--- config.mk ---
export PLATFORM = sky130hd
export DESIGN_NAME = sdc_cmd_ctrl
export DESIGN_NICKNAME = d
export VERILOG_FILES = /design/src/sdc_bank.v /design/src/sdc_cmd_ctrl.v
export VERILOG_INCLUDE_DIRS = /design/src
export SDC_FILE = /design/constraint.sdc
export NUM_CORES = 1
export LEC_CHECK = 0
export ABC_AREA = 1
export BUFFER_PORTS_ARGS = -buffer_cell sky130_fd_sc_hd__buf_4
export CELL_PAD_IN_SITES_DETAIL_PLACEMENT = 0
export CELL_PAD_IN_SITES_GLOBAL_PLACEMENT = 1
export CORE_MARGIN = 8
export CORE_UTILIZATION = 39
export DETAILED_ROUTE_END_ITERATION = 7
export HOLD_SLACK_MARGIN = 0.15
export PLACE_DENSITY_LB_ADDON = 0.1
export SLEW_MARGIN = 20
export SYNTH_ARGS = -nofsm -noshare
export SYNTH_HDL_FRONTEND = slang
export SYNTH_SLANG_ARGS = --single-unit
--- constraint.sdc ---
create_clock -name i_clock -period 1.95 [get_ports i_clock]
set_input_delay 0.195 -clock i_clock [delete_from_list [all_inputs] [get_ports i_clock]]
set_output_delay 0.195 -clock i_clock [all_outputs]
set_load 0.03 [all_outputs]
--- src/sdc_map.vh ---
// constants for the sdram command-acceptance block
`ifndef SDC_MAP_VH
`define SDC_MAP_VH

// command codes {ras_n,cas_n,we_n} with chip select low
`define SDC_CODE_NOP      3'h7
`define SDC_CODE_BST      3'h6
`define SDC_CODE_READ     3'h5
`define SDC_CODE_WRITE    3'h4
`define SDC_CODE_ACT      3'h3
`define SDC_CODE_PRE      3'h2
`define SDC_CODE_REF      3'h1
`define SDC_CODE_MODE     3'h0

// decoded command index
`define SDC_CMD_DESELECT_CMD      4'h0
`define SDC_CMD_NOP       4'h1
`define SDC_CMD_BST       4'h2
`define SDC_CMD_READ      4'h3
`define SDC_CMD_WRITE     4'h4
`define SDC_CMD_ACT       4'h5
`define SDC_CMD_PRE       4'h6
`define SDC_CMD_REF       4'h7
`define SDC_CMD_MODE      4'h8

// address field positions
`define SDC_BANK_BIT      11
`define SDC_AP_BIT        10
`define SDC_BL_LSB        0
`define SDC_BL_FULLPAGE   3'h7
`define SDC_MODE_RESET    12'h000

// clock period and timing intervals in ns
`define SDC_CLK_NS        40
`define SDC_T_DAL_NS      80
`define SDC_T_RP_NS       60
`define SDC_T_MCD_NS      40
`define SDC_T_RCD_NS      60
`define SDC_T_RRD_NS      40
`define SDC_T_RAS_NS      120
`define SDC_T_RC_NS       180
`define SDC_T_WR_NS       40

// least times rounded up, at least one cycle
`define SDC_CYC(ns)       ((((ns) + `SDC_CLK_NS - 1) / `SDC_CLK_NS) < 1 ? 1 : \
                           (((ns) + `SDC_CLK_NS - 1) / `SDC_CLK_NS))

`endif

--- src/sdc_bank.v ---
// one bank's state and its interval counter
`timescale 1ns/1ns
`include "sdc_map.vh"

module sdc_bank #(
    parameter CNT_W = 8
) (
    // clock and reset
    input  wire             i_clock,
    input  wire             i_rstn,
    // commands aimed at this bank
    input  wire             i_act,
    input  wire             i_rd,
    input  wire             i_wr,
    input  wire             i_ap,
    input  wire             i_pre,
    input  wire             i_bst,
    input  wire [2:0]       i_burst_len,
    input  wire             i_ena,
    // timing loads
    input  wire [CNT_W-1:0] i_rcd_cyc,
    input  wire [CNT_W-1:0] i_rp_cyc,
    input  wire [CNT_W-1:0] i_dal_cyc,
    input  wire [CNT_W-1:0] i_ras_cyc,
    input  wire [CNT_W-1:0] i_wr_cyc,
    // state view
    output wire [2:0]       o_state,
    output wire             o_ras_met,
    output wire             o_row_ready
);

    //****************************************************************
    // bank states
    //****************************************************************
    localparam ST_IDLE  = 3'h0;
    localparam ST_OPEN  = 3'h1;
    localparam ST_ACTV  = 3'h2;
    localparam ST_BURST = 3'h3;
    localparam ST_WRAP  = 3'h4;
    localparam ST_PRE   = 3'h5;

    reg [2:0]       state_ff;
    reg [2:0]       nxt_state;
    reg [CNT_W-1:0] cnt_ff;
    reg [CNT_W-1:0] nxt_cnt;
    reg [CNT_W-1:0] ras_ff;
    reg             ap_ff;
    reg             wr_ff;
    reg [8:0]       beat_ff;
    reg [8:0]       nxt_beat;

    wire            cnt_done = (cnt_ff == {CNT_W{1'b0}});
    wire [8:0]      burst_beats = (i_burst_len == `SDC_BL_FULLPAGE) ? 9'h100 :
                                  (9'h001 << i_burst_len[1:0]);

    always @* begin
        nxt_state = state_ff;
        nxt_cnt   = cnt_done ? cnt_ff : cnt_ff - {{(CNT_W-1){1'b0}}, 1'b1};
        nxt_beat  = (beat_ff != 9'h000) ? beat_ff - 9'h001 : beat_ff;
        case (state_ff)
            ST_IDLE: begin
                if (i_act) begin
                    nxt_state = ST_OPEN;
                    nxt_cnt   = i_rcd_cyc - {{(CNT_W-1){1'b0}}, 1'b1};
                end
            end
            ST_OPEN: begin
                if (cnt_done)
                    nxt_state = ST_ACTV;
            end
            ST_ACTV: begin
                if (i_rd || i_wr) begin
                    nxt_state = ST_BURST;
                    nxt_beat  = burst_beats - 9'h001;
                end else if (i_pre) begin
                    nxt_state = ST_PRE;
                    nxt_cnt   = i_rp_cyc - {{(CNT_W-1){1'b0}}, 1'b1};
                end
            end
            ST_BURST: begin
                if (i_bst && i_burst_len == `SDC_BL_FULLPAGE) begin
                    nxt_state = ST_ACTV;
                end else if (i_rd || i_wr) begin
                    nxt_beat = burst_beats - 9'h001;
                end else if (i_pre) begin
                    nxt_state = ST_PRE;
                    nxt_cnt   = i_rp_cyc - {{(CNT_W-1){1'b0}}, 1'b1};
                end else if (beat_ff == 9'h000) begin
                    if (ap_ff && wr_ff) begin
                        nxt_state = ST_WRAP;
                        nxt_cnt   = i_dal_cyc - {{(CNT_W-1){1'b0}}, 1'b1};
                    end else if (ap_ff) begin
                        nxt_state = ST_PRE;
                        nxt_cnt   = i_rp_cyc - {{(CNT_W-1){1'b0}}, 1'b1};
                    end else begin
                        nxt_state = ST_ACTV;
                    end
                end
            end
            ST_WRAP: begin
                if (cnt_done)
                    nxt_state = ST_IDLE;
            end
            ST_PRE: begin
                if (cnt_done)
                    nxt_state = ST_IDLE;
            end
            default: nxt_state = ST_IDLE;
        endcase
    end

    always @(posedge i_clock) begin
        if (!i_rstn) begin
            state_ff <= ST_IDLE;
            cnt_ff   <= {CNT_W{1'b0}};
            ras_ff   <= {CNT_W{1'b0}};
            ap_ff    <= 1'b0;
            wr_ff    <= 1'b0;
            beat_ff  <= 9'h000;
        end else if (i_ena) begin
            state_ff <= nxt_state;
            cnt_ff   <= nxt_cnt;
            beat_ff  <= nxt_beat;
            if (i_act && state_ff == ST_IDLE)
                ras_ff <= i_ras_cyc - {{(CNT_W-1){1'b0}}, 1'b1};
            else if (ras_ff != {CNT_W{1'b0}})
                ras_ff <= ras_ff - {{(CNT_W-1){1'b0}}, 1'b1};
            if (i_rd || i_wr) begin
                ap_ff <= i_ap;
                wr_ff <= i_wr;
            end
        end
    end

    assign o_state     = state_ff;
    assign o_ras_met   = (ras_ff == {CNT_W{1'b0}});
    assign o_row_ready = (state_ff == ST_ACTV) || (state_ff == ST_BURST);

endmodule // sdc_bank

--- src/sdc_cmd_ctrl.v ---
// command-acceptance logic of a two-bank synchronous dram
`timescale 1ns/1ns
`include "sdc_map.vh"

//****************************************************************
// How it works
// - sample all inputs on rising edge
// - decode command from four strobe pins
// - write recovery: nops, idle after interval
// - refresh state: nops, idle after precharge
// - mode load: nops, idle after delay
// - mode load captures address into register
// - refresh ignores address, internal row counter
// - self refresh ignores all but enable
// - burst stop only for full page
// - enable low, banks idle: power down
// - enable low plus refresh: self refresh
// - auto precharge closes bank at burst end
// - address bits 8 and 9 ignored except by mode load
// - self refresh exit waits row cycle
//****************************************************************

module sdc_cmd_ctrl #(
    parameter CNT_W   = 8,
    parameter DAL_CYC = `SDC_CYC(`SDC_T_DAL_NS),
    parameter RP_CYC  = `SDC_CYC(`SDC_T_RP_NS),
    parameter MCD_CYC = `SDC_CYC(`SDC_T_MCD_NS),
    parameter RCD_CYC = `SDC_CYC(`SDC_T_RCD_NS),
    parameter RRD_CYC = `SDC_CYC(`SDC_T_RRD_NS),
    parameter RAS_CYC = `SDC_CYC(`SDC_T_RAS_NS),
    parameter RC_CYC  = `SDC_CYC(`SDC_T_RC_NS),
    parameter WR_CYC  = `SDC_CYC(`SDC_T_WR_NS)
) (
    // clock and reset
    input  wire        i_clock,
    input  wire        i_rstn,
    // command pins
    input  wire        i_cke,
    input  wire        i_cs_n,
    input  wire        i_ras_n,
    input  wire        i_cas_n,
    input  wire        i_we_n,
    input  wire [11:0] i_addr,
    // state view
    output reg  [11:0] o_mode_reg,
    output reg  [3:0]  o_last_cmd,
    output reg         o_illegal,
    output reg  [2:0]  o_global_state,
    output reg  [2:0]  o_bank0_state,
    output reg  [2:0]  o_bank1_state,
    output reg  [10:0] o_refresh_row,
    output reg  [7:0]  o_column,
    output reg         o_powered_down,
    output reg         o_self_refresh
);

    //****************************************************************
    // global states
    //****************************************************************
    localparam GS_RUN   = 3'h0;
    localparam GS_REF   = 3'h1;
    localparam GS_MODE  = 3'h2;
    localparam GS_PDN   = 3'h3;
    localparam GS_SELF  = 3'h4;
    localparam GS_SXIT  = 3'h5;

    localparam BK_IDLE  = 3'h0;
    localparam BK_OPEN  = 3'h1;
    localparam BK_ACTV  = 3'h2;
    localparam BK_BURST = 3'h3;
    localparam BK_WRAP  = 3'h4;

    reg  [16:0] pin_s1_ff;
    reg  [16:0] pin_s2_ff;
    always @(posedge i_clock) begin
        if (!i_rstn) begin
            pin_s1_ff <= {4'hf, 1'b1, 12'h000};
            pin_s2_ff <= {4'hf, 1'b1, 12'h000};
        end else begin
            pin_s1_ff <= {i_cs_n, i_ras_n, i_cas_n, i_we_n, i_cke, i_addr};
            pin_s2_ff <= pin_s1_ff;
        end
    end

    wire        cs_n  = pin_s2_ff[16];
    wire [2:0]  code  = pin_s2_ff[15:13];
    wire        cke   = pin_s2_ff[12];
    wire [11:0] addr  = pin_s2_ff[11:0];
    wire        bank  = addr[`SDC_BANK_BIT];
    wire        ap    = addr[`SDC_AP_BIT];

    reg  [3:0]  cmd;
    always @* begin
        cmd = `SDC_CMD_DESELECT_CMD;
        if (!cs_n) begin
            case (code)
                `SDC_CODE_NOP:   cmd = `SDC_CMD_NOP;
                `SDC_CODE_BST:   cmd = `SDC_CMD_BST;
                `SDC_CODE_READ:  cmd = `SDC_CMD_READ;
                `SDC_CODE_WRITE: cmd = `SDC_CMD_WRITE;
                `SDC_CODE_ACT:   cmd = `SDC_CMD_ACT;
                `SDC_CODE_PRE:   cmd = `SDC_CMD_PRE;
                `SDC_CODE_REF:   cmd = `SDC_CMD_REF;
                default:         cmd = `SDC_CMD_MODE;
            endcase
        end
    end

    //****************************************************************
    // acceptance
    //****************************************************************
    reg  [2:0]       gstate_ff;
    reg  [2:0]       nxt_gstate;
    reg  [CNT_W-1:0] gcnt_ff;
    reg  [CNT_W-1:0] nxt_gcnt;
    reg  [CNT_W-1:0] rrd_ff;
    wire [2:0]       bk_state [0:1];
    wire [1:0]       bk_ras_met;
    wire [1:0]       bk_ready;
    wire             both_idle = (bk_state[0] == BK_IDLE) && (bk_state[1] == BK_IDLE);
    wire             gcnt_done = (gcnt_ff == {CNT_W{1'b0}});
    wire             run       = (gstate_ff == GS_RUN);
    wire             is_col    = (cmd == `SDC_CMD_READ) || (cmd == `SDC_CMD_WRITE);
    wire             pre_all   = ap && (cmd == `SDC_CMD_PRE);

    // legality of column, activate and precharge per addressed bank
    // activate needs idle bank
    wire ok_act = (bk_state[bank] == BK_IDLE) && (rrd_ff == {CNT_W{1'b0}});
    wire ok_col = bk_ready[bank];
    wire ok_pre = pre_all ? (bk_ras_met == 2'h3) : bk_ras_met[bank];
    wire [1:0] pre_hit = pre_all ? 2'h3 : (bank ? 2'h2 : 2'h1);

    reg  accept;
    reg  bad;
    always @* begin
        nxt_gstate = gstate_ff;
        nxt_gcnt   = gcnt_done ? gcnt_ff : gcnt_ff - {{(CNT_W-1){1'b0}}, 1'b1};
        accept     = 1'b0;
        bad        = 1'b0;
        case (gstate_ff)
            GS_RUN: begin
                if (!cke && both_idle && cmd != `SDC_CMD_REF) begin
                    nxt_gstate = GS_PDN;
                end else if (!cke && both_idle) begin
                    nxt_gstate = GS_SELF;
                end else begin
                    case (cmd)
                        `SDC_CMD_DESELECT_CMD, `SDC_CMD_NOP, `SDC_CMD_BST: accept = cke;
                        `SDC_CMD_READ, `SDC_CMD_WRITE: begin
                            accept = ok_col;
                            bad    = !ok_col;
                        end
                        `SDC_CMD_ACT: begin
                            accept = ok_act;
                            bad    = !ok_act;
                        end
                        `SDC_CMD_PRE: begin
                            accept = ok_pre;
                            bad    = !ok_pre;
                        end
                        `SDC_CMD_REF: begin
                            bad = !both_idle;
                            if (both_idle) begin
                                nxt_gstate = GS_REF;
                                nxt_gcnt   = RP_CYC[CNT_W-1:0] - {{(CNT_W-1){1'b0}}, 1'b1};
                            end
                        end
                        default: begin
                            bad = !both_idle;
                            if (both_idle) begin
                                nxt_gstate = GS_MODE;
                                nxt_gcnt   = MCD_CYC[CNT_W-1:0] - {{(CNT_W-1){1'b0}}, 1'b1};
                            end
                        end
                    endcase
                end
            end
            GS_REF, GS_MODE, GS_SXIT: begin
                bad = (cmd != `SDC_CMD_DESELECT_CMD) && (cmd != `SDC_CMD_NOP) &&
                      !(cmd == `SDC_CMD_BST && gstate_ff != GS_SXIT);
                if (gcnt_done)
                    nxt_gstate = GS_RUN;
            end
            GS_PDN: begin
                if (cke)
                    nxt_gstate = GS_RUN;
            end
            GS_SELF: begin
                if (cke) begin
                    nxt_gstate = GS_SXIT;
                    nxt_gcnt   = RC_CYC[CNT_W-1:0] - {{(CNT_W-1){1'b0}}, 1'b1};
                end
            end
            default: nxt_gstate = GS_RUN;
        endcase
    end

    wire bank_ena = run && cke;
    wire do_act   = accept && cmd == `SDC_CMD_ACT;
    wire do_rd    = accept && cmd == `SDC_CMD_READ;
    wire do_wr    = accept && cmd == `SDC_CMD_WRITE;
    wire do_pre   = accept && cmd == `SDC_CMD_PRE;
    wire do_bst   = accept && cmd == `SDC_CMD_BST;

    genvar g;
    generate
        for (g = 0; g < 2; g = g + 1) begin : g_bank
            sdc_bank #(
                .CNT_W (CNT_W)
            ) u_bank (
                .i_clock     (i_clock),
                .i_rstn      (i_rstn),
                .i_act       (do_act && bank == g),
                .i_rd        (do_rd && bank == g),
                .i_wr        (do_wr && bank == g),
                .i_ap        (ap),
                .i_pre       (do_pre && pre_hit[g]),
                .i_bst       (do_bst),
                .i_burst_len (o_mode_reg[`SDC_BL_LSB+2:`SDC_BL_LSB]),
                .i_ena       (bank_ena),
                .i_rcd_cyc   (RCD_CYC[CNT_W-1:0]),
                .i_rp_cyc    (RP_CYC[CNT_W-1:0]),
                .i_dal_cyc   (DAL_CYC[CNT_W-1:0]),
                .i_ras_cyc   (RAS_CYC[CNT_W-1:0]),
                .i_wr_cyc    (WR_CYC[CNT_W-1:0]),
                .o_state     (bk_state[g]),
                .o_ras_met   (bk_ras_met[g]),
                .o_row_ready (bk_ready[g])
            );
        end
    endgenerate

    always @(posedge i_clock) begin
        if (!i_rstn) begin
            gstate_ff      <= GS_RUN;
            gcnt_ff        <= {CNT_W{1'b0}};
            rrd_ff         <= {CNT_W{1'b0}};
            o_mode_reg     <= `SDC_MODE_RESET;
            o_last_cmd     <= `SDC_CMD_DESELECT_CMD;
            o_illegal      <= 1'b0;
            o_global_state <= GS_RUN;
            o_bank0_state  <= BK_IDLE;
            o_bank1_state  <= BK_IDLE;
            o_refresh_row  <= 11'h000;
            o_column       <= 8'h00;
            o_powered_down <= 1'b0;
            o_self_refresh <= 1'b0;
        end else begin
            gstate_ff      <= nxt_gstate;
            gcnt_ff        <= nxt_gcnt;
            o_global_state <= nxt_gstate;
            o_bank0_state  <= bk_state[0];
            o_bank1_state  <= bk_state[1];
            o_powered_down <= (nxt_gstate == GS_PDN);
            o_self_refresh <= (nxt_gstate == GS_SELF);
            o_illegal      <= bad && cke && (gstate_ff != GS_PDN) && (gstate_ff != GS_SELF);
            if (cke && gstate_ff != GS_PDN && gstate_ff != GS_SELF)
                o_last_cmd <= cmd;
            if (do_act)
                rrd_ff <= RRD_CYC[CNT_W-1:0] - {{(CNT_W-1){1'b0}}, 1'b1};
            else if (rrd_ff != {CNT_W{1'b0}})
                rrd_ff <= rrd_ff - {{(CNT_W-1){1'b0}}, 1'b1};
            if (run && cke && cmd == `SDC_CMD_MODE && both_idle)
                o_mode_reg <= addr;
            if (nxt_gstate == GS_REF && gstate_ff == GS_RUN)
                o_refresh_row <= o_refresh_row + 11'h001;
            // bits 8 and 9 dropped from column
            if (do_rd || do_wr)
                o_column <= addr[7:0];
        end
    end

endmodule // sdc_cmd_ctrl

## Word-level counts from Yosys, hierarchy flattened

Cells that the tools add are included.

| word-level totals | value |
|---|---|
| input bits | 19 |
| register bits | 157 |

| operators by class | value |
|---|---|
| multiplexer cells | 96 |
| shift-type cells | 1 |
| bitwise logic cells | 3 |
| reductions and logical operators | 80 |
| $lt $le $gt $ge | 2 |
| equal/unequal tests | 52 |
| add/sub/neg operators | 10 |

Operators with widths:

| cell | number |
|---|---|
| 8-bit 2-to-1 mux | 30 |
| 3-bit 2-to-1 mux | 32 |
| 9-bit 2-to-1 mux | 7 |
| 8-bit zero test | 6 |
| 8-bit case mux with 3 select lines | 2 |
| 8-bit by 1-bit subtractor with 8-bit output (second input constant) | 6 |
| 3-bit == test (second input constant) | 12 |
| 9-bit case mux with 2 select lines | 2 |
| 1-bit logical AND | 35 |
| 8-bit case mux with 2 select lines | 2 |
| 3-bit case mux with 5 select lines | 2 |
| 4-bit case mux with 7 select lines | 1 |
| 3-bit by 2-bit == test with 1-bit output (second input constant) | 9 |
| 9-bit by 1-bit subtractor with 9-bit output (second input constant) | 3 |
| 8-bit nonzero test | 3 |
| 9-bit zero test | 2 |
| 9-bit nonzero test | 2 |
| 4-bit by 3-bit == test with 1-bit output (second input constant) | 4 |
| 3-bit by 1-bit == test with 1-bit output (second input constant) | 5 |
| 7-bit AND reduction | 2 |
| 3-bit zero test | 4 |
| 2-bit by 1-bit != test with 1-bit output (second input constant) | 6 |
| 3-bit != test (second input constant) | 4 |
| 3-bit case mux with 4 select lines | 1 |
| 30 further kinds | 62 |

## Longest topological paths before layout

| logic depth | value |
|---|---|
| depth in word-level cells | 16 |
| depth in mapped cells | 20 |
| mapped depth without buffers | 20 |

## By module

Synthesis repeated with hierarchy kept, for this count alone.

| unflattened totals | value |
|---|---|
| cells, all modules | 1654 |
| area total of the unflattened synthesis | 10442.5 µm² |

By module, submodules not included:

| module | cells an instance | instances | seq. area each (µm²) | area an instance (µm²) |
|---|---|---|---|---|
| sdc_bank | 541 | 2 | 600.6 | 3125.5 |
| sdc_cmd_ctrl | 572 | 1 | 1941.9 | 4191.5 |

## Worst setup path after synthesis

OpenSTA, ideal clock, no wires.

| timing | value |
|---|---|
| path kind | flip-flop to flip-flop |
| start | register rrd_ff[0] |
| end | register g_bank[1].u_bank.cnt_ff[7] |
| stages on the path, launching flop included | 16 |
| data arrival time | 2015 ps |
| data required time | 1817 ps |
| library setup time | 133 ps |
| setup slack | -198 ps |
| path through | dfxtp_1 inv_1 ha_1 nand2_2 nor2_4 nand3_2 nor2_1 nor2_2 nand2_4 nand4_1 a21oi_2 nand2_1 nand2_1 nand3_2 nand2_1 a21oi_1 |

| on the way | value |
|---|---|
| word-level cells in the longest chain between the ends | 12 |
| elaborated cells between the ends (all ways) | 24 |
| classes of those cells | 11 x mux; 13 x reduce/logical |

RTL lines:

| element | RTL line | text |
|---|---|---|
| start: declaration | sdc_cmd_ctrl.v:116 | `reg [CNT_W-1:0] rrd_ff;` |
| start signal: assignment | sdc_cmd_ctrl.v:237 | `rrd_ff <= {CNT_W{1'b0}};` |
| start signal: assignment | sdc_cmd_ctrl.v:260 | `rrd_ff <= RRD_CYC[CNT_W-1:0] - {{(CNT_W-1){1'b0}}, 1'b1};` |
| start signal: assignment | sdc_cmd_ctrl.v:262 | `rrd_ff <= rrd_ff - {{(CNT_W-1){1'b0}}, 1'b1};` |
| 8-bit zero test * | sdc_cmd_ctrl.v:128 | `wire ok_act = (bk_state[bank] == BK_IDLE) && (rrd_ff == {CNT_W{1'b0}});` |
| 1-bit logical AND * | sdc_cmd_ctrl.v:128 |  |
| 1-bit case mux with 4 select lines * | sdc_cmd_ctrl.v:147 | `case (cmd)` |
| 1-bit 2-to-1 mux * | sdc_cmd_ctrl.v:144 | `end else if (!cke && both_idle) begin` |
| 1-bit 2-to-1 mux * | sdc_cmd_ctrl.v:142 | `` if (!cke && both_idle && cmd != `SDC_CMD_REF) begin `` |
| 1-bit 2-to-1 mux * | sdc_cmd_ctrl.v:140 | `case (gstate_ff)` |
| 1-bit logical AND (no line) | n/a |  |
| 1-bit logical AND (on tied branches) | sdc_cmd_ctrl.v:217, sdc_cmd_ctrl.v:214, sdc_cmd_ctrl.v:215 |  |
| 8-bit 2-to-1 mux / 1-bit logical OR (equally long branches) | sdc_bank.v:85, sdc_bank.v:72, sdc_bank.v:83 |  |
| 8-bit 2-to-1 mux | sdc_bank.v:83 | `end else if (i_rd \|\| i_wr) begin` |
| 8-bit 2-to-1 mux | sdc_bank.v:81 | `` if (i_bst && i_burst_len == `SDC_BL_FULLPAGE) begin `` |
| 8-bit case mux with 3 select lines * | sdc_bank.v:60 | `case (state_ff)` |
| end signal: assignment | sdc_bank.v:115 | `cnt_ff <= {CNT_W{1'b0}};` |
| end signal: assignment | sdc_bank.v:122 | `cnt_ff <= nxt_cnt;` |
| end: declaration | sdc_bank.v:44 | `reg [CNT_W-1:0] cnt_ff;` |

Every way passes the cells marked *; elsewhere a longest branch is shown, timed or not.
A chain may end at the register's enable or synchronous reset.

## Worst setup path in the final report

| timing | value |
|---|---|
| start | register g_bank[1].u_bank.ras_ff[0] |
| end | register g_bank[1].u_bank.ras_ff[7] |

| on the way | value |
|---|---|
| word-level cells in the longest chain between the ends | 13 |
| elaborated cells between the ends (all ways) | 18 |
| classes of those cells | 1 x add/sub; 1 x eq/ne; 9 x mux; 7 x reduce/logical |

RTL lines:

| element | RTL line | text |
|---|---|---|
| start: declaration | sdc_bank.v:46 | `reg [CNT_W-1:0] ras_ff;` |
| start signal: assignment | sdc_bank.v:116 | `ras_ff <= {CNT_W{1'b0}};` |
| start signal: assignment | sdc_bank.v:125 | `ras_ff <= i_ras_cyc - {{(CNT_W-1){1'b0}}, 1'b1};` |
| start signal: assignment | sdc_bank.v:127 | `ras_ff <= ras_ff - {{(CNT_W-1){1'b0}}, 1'b1};` |
| 8-bit zero test | sdc_bank.v:136 | `assign o_ras_met = (ras_ff == {CNT_W{1'b0}});` |
| 1-bit 2-to-1 mux (not written as such) (2 in a row) | sdc_cmd_ctrl.v:130 | `wire ok_pre = pre_all ? (bk_ras_met == 2'h3) : bk_ras_met[bank];` |
| 1-bit 2-to-1 mux | sdc_cmd_ctrl.v:130 |  |
| 1-bit case mux with 4 select lines | sdc_cmd_ctrl.v:147 |  |
| 1-bit 2-to-1 mux | sdc_cmd_ctrl.v:144 |  |
| 1-bit 2-to-1 mux | sdc_cmd_ctrl.v:142 |  |
| 1-bit 2-to-1 mux | sdc_cmd_ctrl.v:140 |  |
| 1-bit logical AND (no line) | n/a |  |
| 1-bit logical AND | sdc_cmd_ctrl.v:213 | `.i_act (do_act && bank == g),` |
| 1-bit logical AND | sdc_bank.v:124 | `if (i_act && state_ff == ST_IDLE)` |
| 2-bit nonzero test (no line) | n/a |  |
| 2-bit AND reduction (no line) | n/a |  |

Several ways; a longest one is shown, not always the timed one. The select of a mux whose other input is x is not followed.

==> results.cfg <==
[timing]
fmax_mhz = 459
layout_min_cycle_time_ns = 2.18
worst_slack_ns = -0.230
maxSlewViolCount = 0
setup_viol = 62
rsz0062_at_grt = true
hold_viol = 0
timing.final.crit_share = 1.12
holdWs_ns = 0.412
worstMarginPinSlew_ns = 0.391
fin_worst_skew_ns = 0.0149
tns_ns = -6.50
max_slew_margin = 0.739

[synthesis]
yosysMostFrequentCell = nand2_1
syn-cell-area_um2 = 7860
synth.top_cells.by_area = dfxtp_1, nand2_1, inv_1
async_reset_ff_frac = 0
synthTopCellsByCount = nand2_1, inv_1, dfxtp_1
syn-num-nets = 1161
synth_cell_types = 49
synth_edf_count = 0
synth_largest_area_cell = dfxtp_1
synth-seq-cells = 157
synth.avg_cell_area_um2 = 7.00
synth_top_cell_area_share = 0.400
synth_flop_cell = dfxtp_1
synthCells = 1123
ys_warn_count = 0
yosysSeqAreaShare = 0.400

[floorplan]
io_pins = 66
core-area_um2 = 20000
dieArea_um2 = 25000
chipWidth_um = 158
die_h_um = 158
fp-row-count = 52
start_util = 0.392

[global_route]
grt_max_degree = 35
grt.total_usage = 0.177
grt_overflow = 0
grt_pass1_wl_um = 35600
first_global_vias = 7458
antenna_found_initial = 0

[final_layout]
synthToLayoutAreaGrowth_pct = 43.7
final_cells = 1666
diodes = 0
utilization = 0.564
reg_top3 = g_bank.u_bank.beat_ff x18, pin_s1_ff x17, pin_s2_ff x17
largest_register_ffs = 18
drive_above_1_share = 0.320
fin_nets = 1421
regMostFlops = g_bank.u_bank.beat_ff

[route]
routed_wl_um = 21200
vias = 7690
vias_per_cell = 4.62
ant_nets = 0
drcViolationCount = 0
drt-initial-drc-count = 335
post_drt_wl_per_cell_um = 12.7
detail_route.first_pass.iterations = 7

[outcome]
status = finished, violations left
violations = setup timing

[place]
port_buffers = 65
dp_slack_ns = -0.367
dp_hpwl_um = 15400
place.gp.congestion = 0.827
placed_cells = 1586

[clock_network]
clock_path_buffers = 2
path_clk_slew_ns = 0.08
htree_levels = 4
cts_tree = built
numCtsBuffers = 17
root_buffer = clkbuf_16
cts.sinks = 157
clk_latency_ns = 0.43

[setup_path]
worstPathArrival_ns = 2.49
start_kind = register
crit_path_max_fanout = 6
end_kind = register
crit_type = register to register
reg2reg_depth = 18
worstPathRequired_ns = 2.26

[power]
max-vdd-ir-drop_uv = 675
power_density_nw_per_um2 = 1420
power.leakage_nw = 5.41

[hold_path]
min_path_cells = 1
hold_path.class = register to register

[run]
maxCapViolCount = 0
## stage by stage
step           instance area [um^2]  power, mW
2_1_floorplan                  7960       9.02
3_3_place_gp                   9840       11.6
3_5_place_dp                   9840       11.6
4_1_cts                       11000       15.7
5_1_grt                       11300       17.4
6_report                      11300       16.1
## cells by family after synthesis
kind of cell,count (synthesis),share of synthesized area
AO/OA/AOI/OAI,190,0.132
XOR/XNOR,37,0.0412
adder cells (fa/ha/maj),19,0.0302
buffers and inverters,215,0.106
flip-flops,157,0.400
multiplexers,2,0.00255
AND/OR/NAND/NOR,503,0.289
## layer usage
layer | part of all wire | up-vias | track usage | wire length [um]
li1 | - | 4111 | - | -
met4 | 0.010 | 0 | 0.0422 | 217
met5 | 0 | - | 0 | 0
met2 | 0.47 | 83 | 0.294 | 9990
met1 | 0.49 | 3485 | 0.228 | 10300
met3 | 0.032 | 11 | 0.0393 | 686
## report_power, final
part / leakage, nW / switching [mW] / internal [mW]
Combinational: 3.83 / 4.57 / 3.91
Sequential: 1.29 / 0.441 / 3.81
Clock: 0.289 / 1.60 / 1.73
Total: 5.41 / 6.61 / 9.44
## cells in the final DEF (no fill, tap or decap), types with 4 or more instances in the layout
cell | synthesis | routed
nand2_2 | 7 | 30
buf_6 | 2 | 14
o21ai_1 | 5 | 27
nor2_4 | 4 | 18
nand2_1 | 207 | 181
xor2_1 | 30 | 29
o21bai_1 | 4 | 4
nand4_1 | 19 | 19
inv_8 | 0 | 5
inv_1 | 174 | 162
inv_2 | 9 | 19
or2_2 | 10 | 10
nand3_2 | 4 | 12
clkbuf_16 | 0 | 17
buf_4 | 2 | 235
nand3_1 | 52 | 41
dlygate4sd3_1 | 0 | 20
nor3_1 | 47 | 42
nor2_2 | 8 | 11
nor2_1 | 130 | 113
ha_1 | 19 | 15
a21oi_2 | 1 | 9
nand3_4 | 1 | 4
o21ai_0 | 75 | 46
clkinv_8 | 0 | 4
dfxtp_1 | 157 | 142
xnor2_1 | 7 | 7
a211oi_1 | 6 | 5
inv_6 | 0 | 4
a21oi_1 | 82 | 74
nand2_4 | 3 | 6
o21ai_2 | 0 | 7
dfxtp_2 | 0 | 14
a31oi_1 | 6 | 5
## cell type report
cell class | count | area [um^2]
inverter | 185 | 706
sequential | 157 | 3160
clock inverter | 15 | 169
multi-input combinational | 751 | 4340
clock buffer | 17 | 425
fill | 2045 | 8740
timing repair buffer | 271 | 2160
tap | 270 | 338
## worst max-delay path, stage by stage (launching register included)
cell and delay (ns):
dfxtp_2 0.33, inv_2 0.07, ha_4 0.15, nand2_2 0.07
nor2_4 0.10, nand3_2 0.07, nand2_2 0.06, nand2_2 0.05
nand2_2 0.07, nand2_2 0.06, nand2_4 0.10, nand2_4 0.06
nor2_4 0.16, nand2_4 0.09, o21ai_4 0.23, buf_4 0.16
nand2_1 0.06, o21ai_1 0.12, a21oi_1 0.05
## worst paths after layout
check                              from                          to  slack [ns]
max reg2reg  g_bank[1].u_bank.ras_ff[0]  g_bank[1].u_bank.ras_ff[7]       -0.23
min                       pin_s1_ff[14]               pin_s2_ff[14]        0.41
min reg2reg               pin_s1_ff[14]               pin_s2_ff[14]        0.41
max          g_bank[1].u_bank.ras_ff[0]  g_bank[1].u_bank.ras_ff[7]       -0.23
## what timing repair did
| item | in CTS | in global routing |
|---|---|---|
| endpoints found under the setup margin | 78 | 98 |
| buffers inserted | 17 | 10 |
| hold buffers | 20 | 0 |
| pin swaps | 46 | 21 |
| gates resized for setup | 92 | 66 |
| endpoints found under the hold margin | 27 | 0 |
| gates cloned | 2 | 0 |
Note: power is estimated with default switching activity, not from simulation.
